==> config.mk <==
export PLATFORM = sky130hd
export DESIGN_NAME = rls_status_bank
export DESIGN_NICKNAME = d
export VERILOG_FILES = /design/src/rls_pkg.sv /design/src/rls_status_bank.sv
export SDC_FILE = /design/constraint.sdc
export NUM_CORES = 1
export LEC_CHECK = 0
export ABC_AREA = 1
export BUFFER_PORTS_ARGS = -buffer_cell sky130_fd_sc_hd__buf_2
export CAP_MARGIN = 20
export CORE_ASPECT_RATIO = 1.4
export CORE_MARGIN = 5
export CORE_UTILIZATION = 55
export DETAILED_ROUTE_END_ITERATION = 12
export GPL_ROUTABILITY_DRIVEN = 0
export GPL_TIMING_DRIVEN = 0
export PLACE_DENSITY = 0.79
export SLEW_MARGIN = 40
export SYNTH_ARGS = -nofsm -noshare
export SYNTH_HDL_FRONTEND = slang
export SYNTH_SLANG_ARGS = --single-unit
==> constraint.sdc <==
create_clock -name CLK_I -period 2.65 [get_ports CLK_I]
set_input_delay 0.53 -clock CLK_I [delete_from_list [all_inputs] [get_ports CLK_I]]
set_output_delay 0.53 -clock CLK_I [all_outputs]
set_load 0.1 [all_outputs]
==> src/rls_pkg.sv <==
// Constants, field positions and carrier types for the receive-port status bank
package rls_pkg;

    localparam int RLS_NPORT = 2;
    localparam int RLS_PCNT_W = 16;

    // Register addresses
    localparam logic [7:0] ADDR_BANK_SELECT = 8'h4C;
    localparam logic [7:0] ADDR_STATUS_ONE = 8'h4D;
    localparam logic [7:0] ADDR_STATUS_TWO = 8'h4E;
    localparam logic [7:0] ADDR_PARITY_HIGH = 8'h55;
    localparam logic [7:0] ADDR_PARITY_LOW = 8'h56;

    // Bank select fields
    localparam int SEL_PHYS_PORT = 6;
    localparam int SEL_READ_PORT = 4;
    localparam int SEL_WRITE_EN_LSB = 0;

    // First status register fields
    localparam int S1_PORT_NUM = 6;
    localparam int S1_CHECKSUM = 5;
    localparam int S1_LOCK_CHG = 4;
    localparam int S1_ORDER = 3;
    localparam int S1_PARITY = 2;
    localparam int S1_PASS = 1;
    localparam int S1_LOCKED = 0;

    // Second status register fields
    localparam int S2_WIDTH_IRREG = 7;
    localparam int S2_WIDTH_CHG = 6;
    localparam int S2_CODING = 5;
    localparam int S2_BUFFER = 4;
    localparam int S2_CAMERA = 3;
    localparam int S2_RATE = 2;
    localparam int S2_CABLE = 1;
    localparam int S2_ROWS_CHG = 0;

    // Clear-on-read bit groups
    localparam logic [7:0] STICKY_ONE_MASK = 8'h38;
    localparam logic [7:0] STICKY_TWO_MASK = 8'hF1;

    // Reset values
    localparam logic [7:0] STATUS_RESET = 8'h00;
    localparam logic [7:0] RDATA_RESET = 8'h00;
    localparam logic RD_PORT_RESET = 1'b0;
    localparam logic [1:0] WR_EN_RESET = 2'b00;
    localparam logic [RLS_PCNT_W-1:0] PCNT_RESET = 16'h0000;

    // Per-port status and event inputs from the link receiver
    typedef struct packed {
        logic receiver_locked;
        logic port_pass;
        logic ctrl_crc_evt;
        logic ctrl_order_evt;
        logic parity_evt;
        logic width_irregular_evt;
        logic width_changed_evt;
        logic coding_fault_evt;
        logic buffer_overflow_evt;
        logic camera_rx_fault;
        logic rate_measure_settled;
        logic cable_fault;
        logic rows_changed_evt;
    } rls_evt_t;

endpackage : rls_pkg

==> src/rls_status_bank.sv <==
// Paged per-receive-port status registers with clear-on-read event flags
//
// Overview of operation
// [RL1] Status accesses go to the bank of the port chosen by bank select.
// [RL2] First status bit 6 returns the selected read port number.
// [RL3] Control channel checksum error sets bit 5; cleared by reading.
// [RL4] Any lock state change since last read sets bit 4; cleared by reading.
// [RL5] Control channel order error sets bit 3; cleared by reading.
// [RL6] Bit 2 is high while parity count exceeds limit; clears with counters.
// [RL7] Bit 1 shows the live receiver pass indication.
// [RL8] Bit 0 shows the live receiver lock state.
// [RL9] Second status bit 7 latches unequal line widths until read.
// [RL10] Line width change sets second status bit 6; cleared by reading.
// [RL11] Link coding fault sets second status bit 5; cleared by reading.
// [RL12] Host enables link error counting with limit above 1 before trusting bit 5.
// [RL13] Packet buffer overflow sets second status bit 4; cleared by reading.
// [RL14] Second status bit 3 summarises camera receive faults, read-only.
// [RL15] Second status bit 1 reports cable open or short, read-only.
// [RL16] Row count change sets second status bit 0; cleared by reading.
// [RL17] One read-port bit in bank select picks port 0 or port 1.
// [RL18] Parity counters clear on low byte read and on fresh lock.
// [RL19] A set in the same cycle as the clearing read wins.
// [RL20] Reserved bit 7 reads zero; writes to status registers are ignored.
module rls_status_bank #(
    parameter int NPORT = rls_pkg::RLS_NPORT,
    parameter int PCNT_W = rls_pkg::RLS_PCNT_W
) (
    input wire logic CLK_I,
    input wire logic RESET_I,
    input wire logic [7:0] ADDR_I,
    input wire logic [7:0] WDATA_I,
    input wire logic WR_I,
    input wire logic RD_I,
    input wire rls_pkg::rls_evt_t [NPORT-1:0] EVT_I,
    input wire logic [NPORT-1:0][PCNT_W-1:0] PAR_LIMIT_I,
    output logic [7:0] RDATA_O,
    output logic RVALID_O,
    output logic RD_PORT_O,
    output logic [1:0] WR_EN_O
);
    import rls_pkg::*;

    logic rd_port_r;
    logic [1:0] wr_en_r;
    logic [7:0] rdata_r;
    logic rvalid_r;
    logic [NPORT-1:0][7:0] sticky_one_r;
    logic [NPORT-1:0][7:0] sticky_two_r;
    logic [NPORT-1:0] lock_prev_r;
    logic [NPORT-1:0][PCNT_W-1:0] pcnt_r;

    logic [NPORT-1:0][7:0] set_one;
    logic [NPORT-1:0][7:0] set_two;
    logic [NPORT-1:0][7:0] status_one;
    logic [NPORT-1:0][7:0] status_two;
    logic [NPORT-1:0] par_over;
    logic [NPORT-1:0] lock_rise;

    wire hit_select = ADDR_I == ADDR_BANK_SELECT;
    wire hit_one = ADDR_I == ADDR_STATUS_ONE;
    wire hit_two = ADDR_I == ADDR_STATUS_TWO;
    wire hit_phigh = ADDR_I == ADDR_PARITY_HIGH;
    wire hit_plow = ADDR_I == ADDR_PARITY_LOW;
    // Only the bank select register accepts writes here
    wire wr_select = WR_I && hit_select; // see [RL20]
    wire [7:0] select_view = {1'b0, 1'b0, 1'b0, rd_port_r, 2'b00, wr_en_r}; // see [RL17]

    genvar p;
    generate
        for (p = 0; p < NPORT; p++)
        begin : g_port
            wire mine = rd_port_r == p[0]; // see [RL1]
            wire clr_one = RD_I && hit_one && mine;
            wire clr_two = RD_I && hit_two && mine;
            wire clr_pcnt = (RD_I && hit_plow && mine) || lock_rise[p]; // see [RL18]
            wire pcnt_full = &pcnt_r[p];
            wire [PCNT_W-1:0] pcnt_inc = pcnt_full ? pcnt_r[p] : pcnt_r[p] + 1'b1;
            wire [PCNT_W-1:0] pcnt_base = clr_pcnt ? PCNT_RESET : pcnt_r[p];
            wire [PCNT_W-1:0] pcnt_base_inc = clr_pcnt ? {{(PCNT_W-1){1'b0}}, 1'b1} : pcnt_inc;
            wire [PCNT_W-1:0] pcnt_nxt = EVT_I[p].parity_evt ? pcnt_base_inc : pcnt_base;
            wire [7:0] one_nxt = set_one[p] | (sticky_one_r[p] & ~(clr_one ? STICKY_ONE_MASK : 8'h00)); // see [RL19]
            wire [7:0] two_nxt = set_two[p] | (sticky_two_r[p] & ~(clr_two ? STICKY_TWO_MASK : 8'h00)); // see [RL19]

            assign lock_rise[p] = EVT_I[p].receiver_locked && !lock_prev_r[p];
            assign par_over[p] = pcnt_r[p] > PAR_LIMIT_I[p]; // see [RL6]

            assign set_one[p] = (8'(EVT_I[p].ctrl_crc_evt) << S1_CHECKSUM) // see [RL3]
                | (8'(EVT_I[p].receiver_locked ^ lock_prev_r[p]) << S1_LOCK_CHG) // see [RL4]
                | (8'(EVT_I[p].ctrl_order_evt) << S1_ORDER); // see [RL5]
            // Coding faults are only seen if lock survives them; host sets the limit, see [RL12]
            assign set_two[p] = (8'(EVT_I[p].width_irregular_evt) << S2_WIDTH_IRREG) // see [RL9]
                | (8'(EVT_I[p].width_changed_evt) << S2_WIDTH_CHG) // see [RL10]
                | (8'(EVT_I[p].coding_fault_evt) << S2_CODING) // see [RL11]
                | (8'(EVT_I[p].buffer_overflow_evt) << S2_BUFFER) // see [RL13]
                | (8'(EVT_I[p].rows_changed_evt) << S2_ROWS_CHG); // see [RL16]

            assign status_one[p] = (sticky_one_r[p] & STICKY_ONE_MASK)
                | (8'(rd_port_r) << S1_PORT_NUM) // see [RL2]
                | (8'(par_over[p]) << S1_PARITY) // see [RL6]
                | (8'(EVT_I[p].port_pass) << S1_PASS) // see [RL7]
                | (8'(EVT_I[p].receiver_locked) << S1_LOCKED); // see [RL8]
            assign status_two[p] = (sticky_two_r[p] & STICKY_TWO_MASK)
                | (8'(EVT_I[p].camera_rx_fault) << S2_CAMERA) // see [RL14]
                | (8'(EVT_I[p].rate_measure_settled) << S2_RATE)
                | (8'(EVT_I[p].cable_fault) << S2_CABLE); // see [RL15]

            always_ff @(posedge CLK_I or posedge RESET_I)
            begin
                if (RESET_I)
                begin
                    sticky_one_r[p] <= STATUS_RESET;
                    sticky_two_r[p] <= STATUS_RESET;
                    lock_prev_r[p] <= 1'b0;
                    pcnt_r[p] <= PCNT_RESET;
                end
                else
                begin
                    sticky_one_r[p] <= one_nxt;
                    sticky_two_r[p] <= two_nxt;
                    lock_prev_r[p] <= EVT_I[p].receiver_locked;
                    pcnt_r[p] <= pcnt_nxt;
                end
            end
        end
    endgenerate

    // Unmapped addresses read as zero; bit 7 of the first status never set, see [RL20]
    wire [PCNT_W-1:0] pcnt_sel = pcnt_r[rd_port_r];
    wire [7:0] rdata_nxt = hit_select ? select_view
        : hit_one ? status_one[rd_port_r] // see [RL1]
        : hit_two ? status_two[rd_port_r]
        : hit_phigh ? pcnt_sel[15:8]
        : hit_plow ? pcnt_sel[7:0]
        : 8'h00;

    always_ff @(posedge CLK_I or posedge RESET_I)
    begin
        if (RESET_I)
        begin
            rd_port_r <= RD_PORT_RESET;
            wr_en_r <= WR_EN_RESET;
            rdata_r <= RDATA_RESET;
            rvalid_r <= 1'b0;
        end
        else
        begin
            if (wr_select)
            begin
                rd_port_r <= WDATA_I[SEL_READ_PORT]; // see [RL17]
                wr_en_r <= WDATA_I[SEL_WRITE_EN_LSB +: 2];
            end
            if (RD_I)
            begin
                rdata_r <= rdata_nxt;
            end
            rvalid_r <= RD_I;
        end
    end

    assign RDATA_O = rdata_r;
    assign RVALID_O = rvalid_r;
    assign RD_PORT_O = rd_port_r;
    assign WR_EN_O = wr_en_r;

endmodule : rls_status_bank

After elaboration in Yosys (flattened, before gate mapping)
Index checks and enable logic that the tools add are counted.
Cells by class
  $lt $le $gt $ge: 3
  reductions and logical operators: 22
  add/subtract/negate cells: 2
  mux-type cells: 23
  bitwise logic cells: 41
  eq/ne operators: 7
Operator list (count)
  $mux W16: 10
  $mux W8: 11
  $eq A8 B7 Y1 const B: 5
  $add A16 B1 Y16 const B: 2
  $and A8 B8 Y8: 4
  $gt A16 B16 Y1: 2
  $or A8 B8 Y8: 4
  $reduce_and A16 Y1: 2
  $or A8 B1 Y8: 3
  $not A6 Y8: 2
  $not A8 Y8: 2
  $or A8 B2 Y8: 2
  $or A8 B3 Y8: 2
  $or A8 B4 Y8: 2
  $or A8 B5 Y8: 2
  $or A8 B6 Y8: 2
  $or A8 B7 Y8: 2
  $or A6 B7 Y7: 2
  $or A7 B2 Y7: 2
  $or A7 B3 Y7: 2
  $logic_and A1 B1 Y1: 12
  $mux W6: 2
  $or A6 B4 Y6: 2
  $or A6 B5 Y6: 2
  9 further kinds: 15
Word-level totals
  input port bits: 78
  bits in registers: 78

Longest topological paths before layout
  word-level depth: 8
  depth in mapped cells: 15
  depth with buffers taken out: 15

Worst setup path before layout
Ideal clock, no wire load.
  path kind: register -> register
  start: reg rd_port_r, in the netlist RD_PORT_O
  end: reg rdata_r[0], in the netlist RDATA_O[0]
  setup time: 0.123 ns
  setup slack: 0.587 ns
  cell stages (with the launch flop): 8
  arrival: 1.940 ns
  path through: dfrtp_1 buf_2 clkbuf_1 o21ai_0 nand2_1 nand3_1 o21ai_0 nand2_1
Between the ends
  cells in the longest elaborated chain, start to end: 7
  elaborated cells on any way between the ends: 11
  those cells by class: mux: 11
Ends and longest elaborated chain
  from (decl): RTL line rls_status_bank.sv:43  | logic rd_port_r;
  from (signal assigned): RTL line rls_status_bank.sv:149  | rd_port_r <= WDATA_I[SEL_READ_PORT];
  $mux W16 (not written as such) (2 in series): RTL line rls_status_bank.sv:128  | wire [PCNT_W-1:0] pcnt_sel = pcnt_r[rd_port_r];
  $mux W8: RTL line rls_status_bank.sv:133  | : hit_plow ? pcnt_sel[7:0]
  $mux W8: RTL line rls_status_bank.sv:132  | : hit_phigh ? pcnt_sel[15:8]
  $mux W8: RTL line rls_status_bank.sv:131  | : hit_two ? status_two[rd_port_r]
  $mux W8 *: RTL line rls_status_bank.sv:130  | : hit_one ? status_one[rd_port_r]
  $mux W8 *: RTL line rls_status_bank.sv:129  | wire [7:0] rdata_nxt = hit_select ? select_view
  to (signal assigned): RTL line rls_status_bank.sv:154  | rdata_r <= rdata_nxt;
  to (decl): RTL line rls_status_bank.sv:45  | logic [7:0] rdata_r;
Mark *: on every way between the ends. The rest lies on a longest branch, timed or not. The select of a mux whose other input is x is not followed.
A chain may end at the register's enable or synchronous reset.

Worst setup path after layout
Same ends and word-level chain as after synthesis.

==> results.sh <==
export IMPL_fillers=753
export IMPL_cts_path_max_buffers=2
export IMPL_wirelength_um=12800
export IMPL_num_rows=40
export IMPL_worst_slack_ps=696
export IMPL_n_antenna_cell=0
export IMPL_cts_setup_buffers=0
export IMPL_dp_slack_ps=533
export IMPL_start_util_pct=55.7
export IMPL_nNetsFinal=864
export IMPL_synthTopCellsByArea="dfrtp_1 (33%), nand2_1 (14%), ha_1 (9.6%)"
export IMPL_ys_seq_area_share_pct=32.9
export IMPL_synth_cell_types=37
export IMPL_synth_cells=654
export IMPL_yosys_top_cells_count="nand2_1 (172), inv_1 (102), dfrtp_1 (62), nor2_1 (52), ha_1 (36)"
export IMPL_required_ps=2860
export IMPL_yosys_warnings=0
export IMPL_maxSlewViolCount=0
export IMPL_cts_buffers=9
export IMPL_multiInputGateArea_um2=2680
export IMPL_path_buf_inv=2
export IMPL_setup_viol=0
export IMPL_vias_per_cell=5.45
export IMPL_drcViolationCount=0
export IMPL_cts_tree="done"
export IMPL_synth_edf_count=0
export IMPL_status="finished clean"
export IMPL_hold_class="primary input to async pin"
export IMPL_hold_buffers=0
export IMPL_avgSynthCellArea_um2=7.21
export IMPL_worstPathArrival_ps=2160
export IMPL_die_y_um=120
export IMPL_syn_cell_area_um2=4710
export IMPL_path_delay_family="buffers and inverters"
export IMPL_regArea_um2=1550
export IMPL_overflow=0
export IMPL_clock_root_buffer="clkbuf_16"
export IMPL_path_common_cell="nand2_1"
export IMPL_dieArea_um2=10500
export IMPL_clk_latency_ps=340
export IMPL_end_kind="register"
export IMPL_slew_headroom_pct=59.5
export IMPL_post_cts_resized=0
export IMPL_max_freq_ghz=0.512
export IMPL_crit_chain="inv_1 -> buf_1 -> nand2_1 -> o211ai_1 -> nand3_1 -> o21ai_0 -> nand2_1"
export IMPL_final_antenna_net_count=0
export IMPL_yosysMostFrequentCell="nand2_1"
export IMPL_ir_drop_uv=388
export IMPL_fin_crit_sh_pct=73.7
export IMPL_rsz0062_at_grt="false"
export IMPL_startpoint_type="register"
export IMPL_ios=90
export IMPL_routedWlPerCell_um=14.9
export IMPL_portBuffers=84
export IMPL_async_flop_share_pct=100
export IMPL_vias=4687
export IMPL_ys_flop_type="dfrtp_1"
export IMPL_dr_pass1_iters=5
export IMPL_tightestPinTransition_ps=608
export IMPL_crit_path_max_fanout=10
export IMPL_cts_sinks=62
export IMPL_area_growth_pct=19.1
export IMPL_max_stage_delay_ps=460
export IMPL_core_area_um2=8460
export IMPL_post_route_util_pct=66.4
export IMPL_antenna_found_initial=0
export IMPL_fin_worst_skew_ps=7.26
export IMPL_drv_cap=0
export IMPL_crit_type="register to register"
export IMPL_ff2ff_path_depth=7
export IMPL_dp_hpwl_um=10000
export IMPL_drtIter0Drc=287
export IMPL_grt_max_degree=36
export IMPL_drive_gt1_share_pct=19.9
export IMPL_die_width_um=88.2
export IMPL_syn_num_nets=768
export IMPL_ys_ff_latch=62
export IMPL_slowest_stage="buf_1"
export IMPL_synth_top_area_share_pct=32.9
export IMPL_grt_pass1_wl_um=21700
export IMPL_cts_htree_levels=3
export IMPL_yosysTopAreaCell="dfrtp_1"
export IMPL_cts_clk_slew_worst_paths_ps=60
export IMPL_grt_usage_pct=26.0
export IMPL_power_density_nw_per_um2=473
export IMPL_grt_pass1_vias=4688
export IMPL_finalHoldViolations=0
export IMPL_crit_cells=7
export IMPL_fin_crit_ps=1950
export IMPL_p_leak_nw=3.13
## worst paths after layout
path,startpoint,endpoint,slack [ps]
hold / removal,RESET_I,sticky_one_r[3]$_DFF_PP0_,190
setup / recovery,RD_PORT_O$_DFFE_PP0P_,RDATA_O[0]$_DFFE_PP0P_,700
max in group asynchronous,RESET_I,pcnt_r[0]$_DFFE_PP0P_,1940
setup reg to reg,RD_PORT_O$_DFFE_PP0P_,RDATA_O[0]$_DFFE_PP0P_,700
hold reg to reg,RDATA_O[6]$_DFFE_PP0P_,RDATA_O[6]$_DFFE_PP0P_,470
min in group CLK_I,EVT_I[12],lock_prev_r[0]$_DFF_PP0_,340
## cells in the final DEF, fill, tap and decap left out, types with 6 or more instances in the layout
cell,netlist,routed
nand2_1,172,172
inv_1,102,101
buf_2,4,88
dfrtp_1,62,62
nor2_1,52,52
ha_1,36,36
o21ai_0,35,35
nand3_1,33,33
a21oi_1,24,24
nand4_1,21,21
xor2_1,17,17
o21bai_1,15,15
nor3_1,14,14
o21ai_2,12,12
clkbuf_16,0,9
inv_2,7,7
o211ai_1,6,6
nand3_2,6,6
## cell type report
cell class                      instances  area share (%)
Buffer                                 13            1.38
Clock buffer                           11            4.32
Clock inverter                          5            1.47
Inverter                              109            7.33
Multi-Input combinational cell        470            47.7
Sequential cell                        62            27.6
Tap cell                              105            2.34
Timing Repair Buffer                   85            7.85
## registers in the layout, indices dropped and copies added (netlist names)
signal and count:
RDATA_O 8, RD_PORT_O 1, WR_EN_O 2, lock_prev_r 2
sticky_one_r 6, pcnt_r 32, sticky_two_r 10, RVALID_O 1
## kinds of logic (layout without fill, tap and decap cells)
family / Yosys count / after routing / synth area share, %
buf+inv: 122 / 223 / 10.3
flops: 62 / 62 / 32.9
xor+xnor: 18 / 18 / 3.34
fa+ha+maj: 36 / 36 / 9.56
compound gates: 98 / 98 / 13.0
simple gates: 315 / 315 / 30.2
mux: 3 / 3 / 0.637
## stage by stage
step	hold WS, ps	instances	total power, W	instance area (um^2)	TNS [ps]
after global placement	460	843	0.00136	5270	-15680
after global routing	205	860	0.00277	5610	0
after floorplan	442	654	0.00124	4710	0
after CTS	191	860	0.00266	5610	0
after detailed placement	463	844	0.00138	5290	0
final	186	860	0.00265	5610	0
## power breakdown
part           leakage [nW]  switching [W]  total [W]  internal [W]
clock network         0.148       0.000439    0.00129      0.000849
registers             0.760      0.0000291   0.000999      0.000970
logic                  2.23       0.000233   0.000367      0.000134
total                  3.13       0.000702    0.00265       0.00195
## metal layers
layer	share of wire (%)	GRT usage [%]	up-vias
met3	7.1	5.49	35
met5	0	0	-
met2	53	45.4	197
li1	-	-	2306
met4	2.5	10.1	0
met1	38	30.4	2149
(Power assumes the default switching activity.)
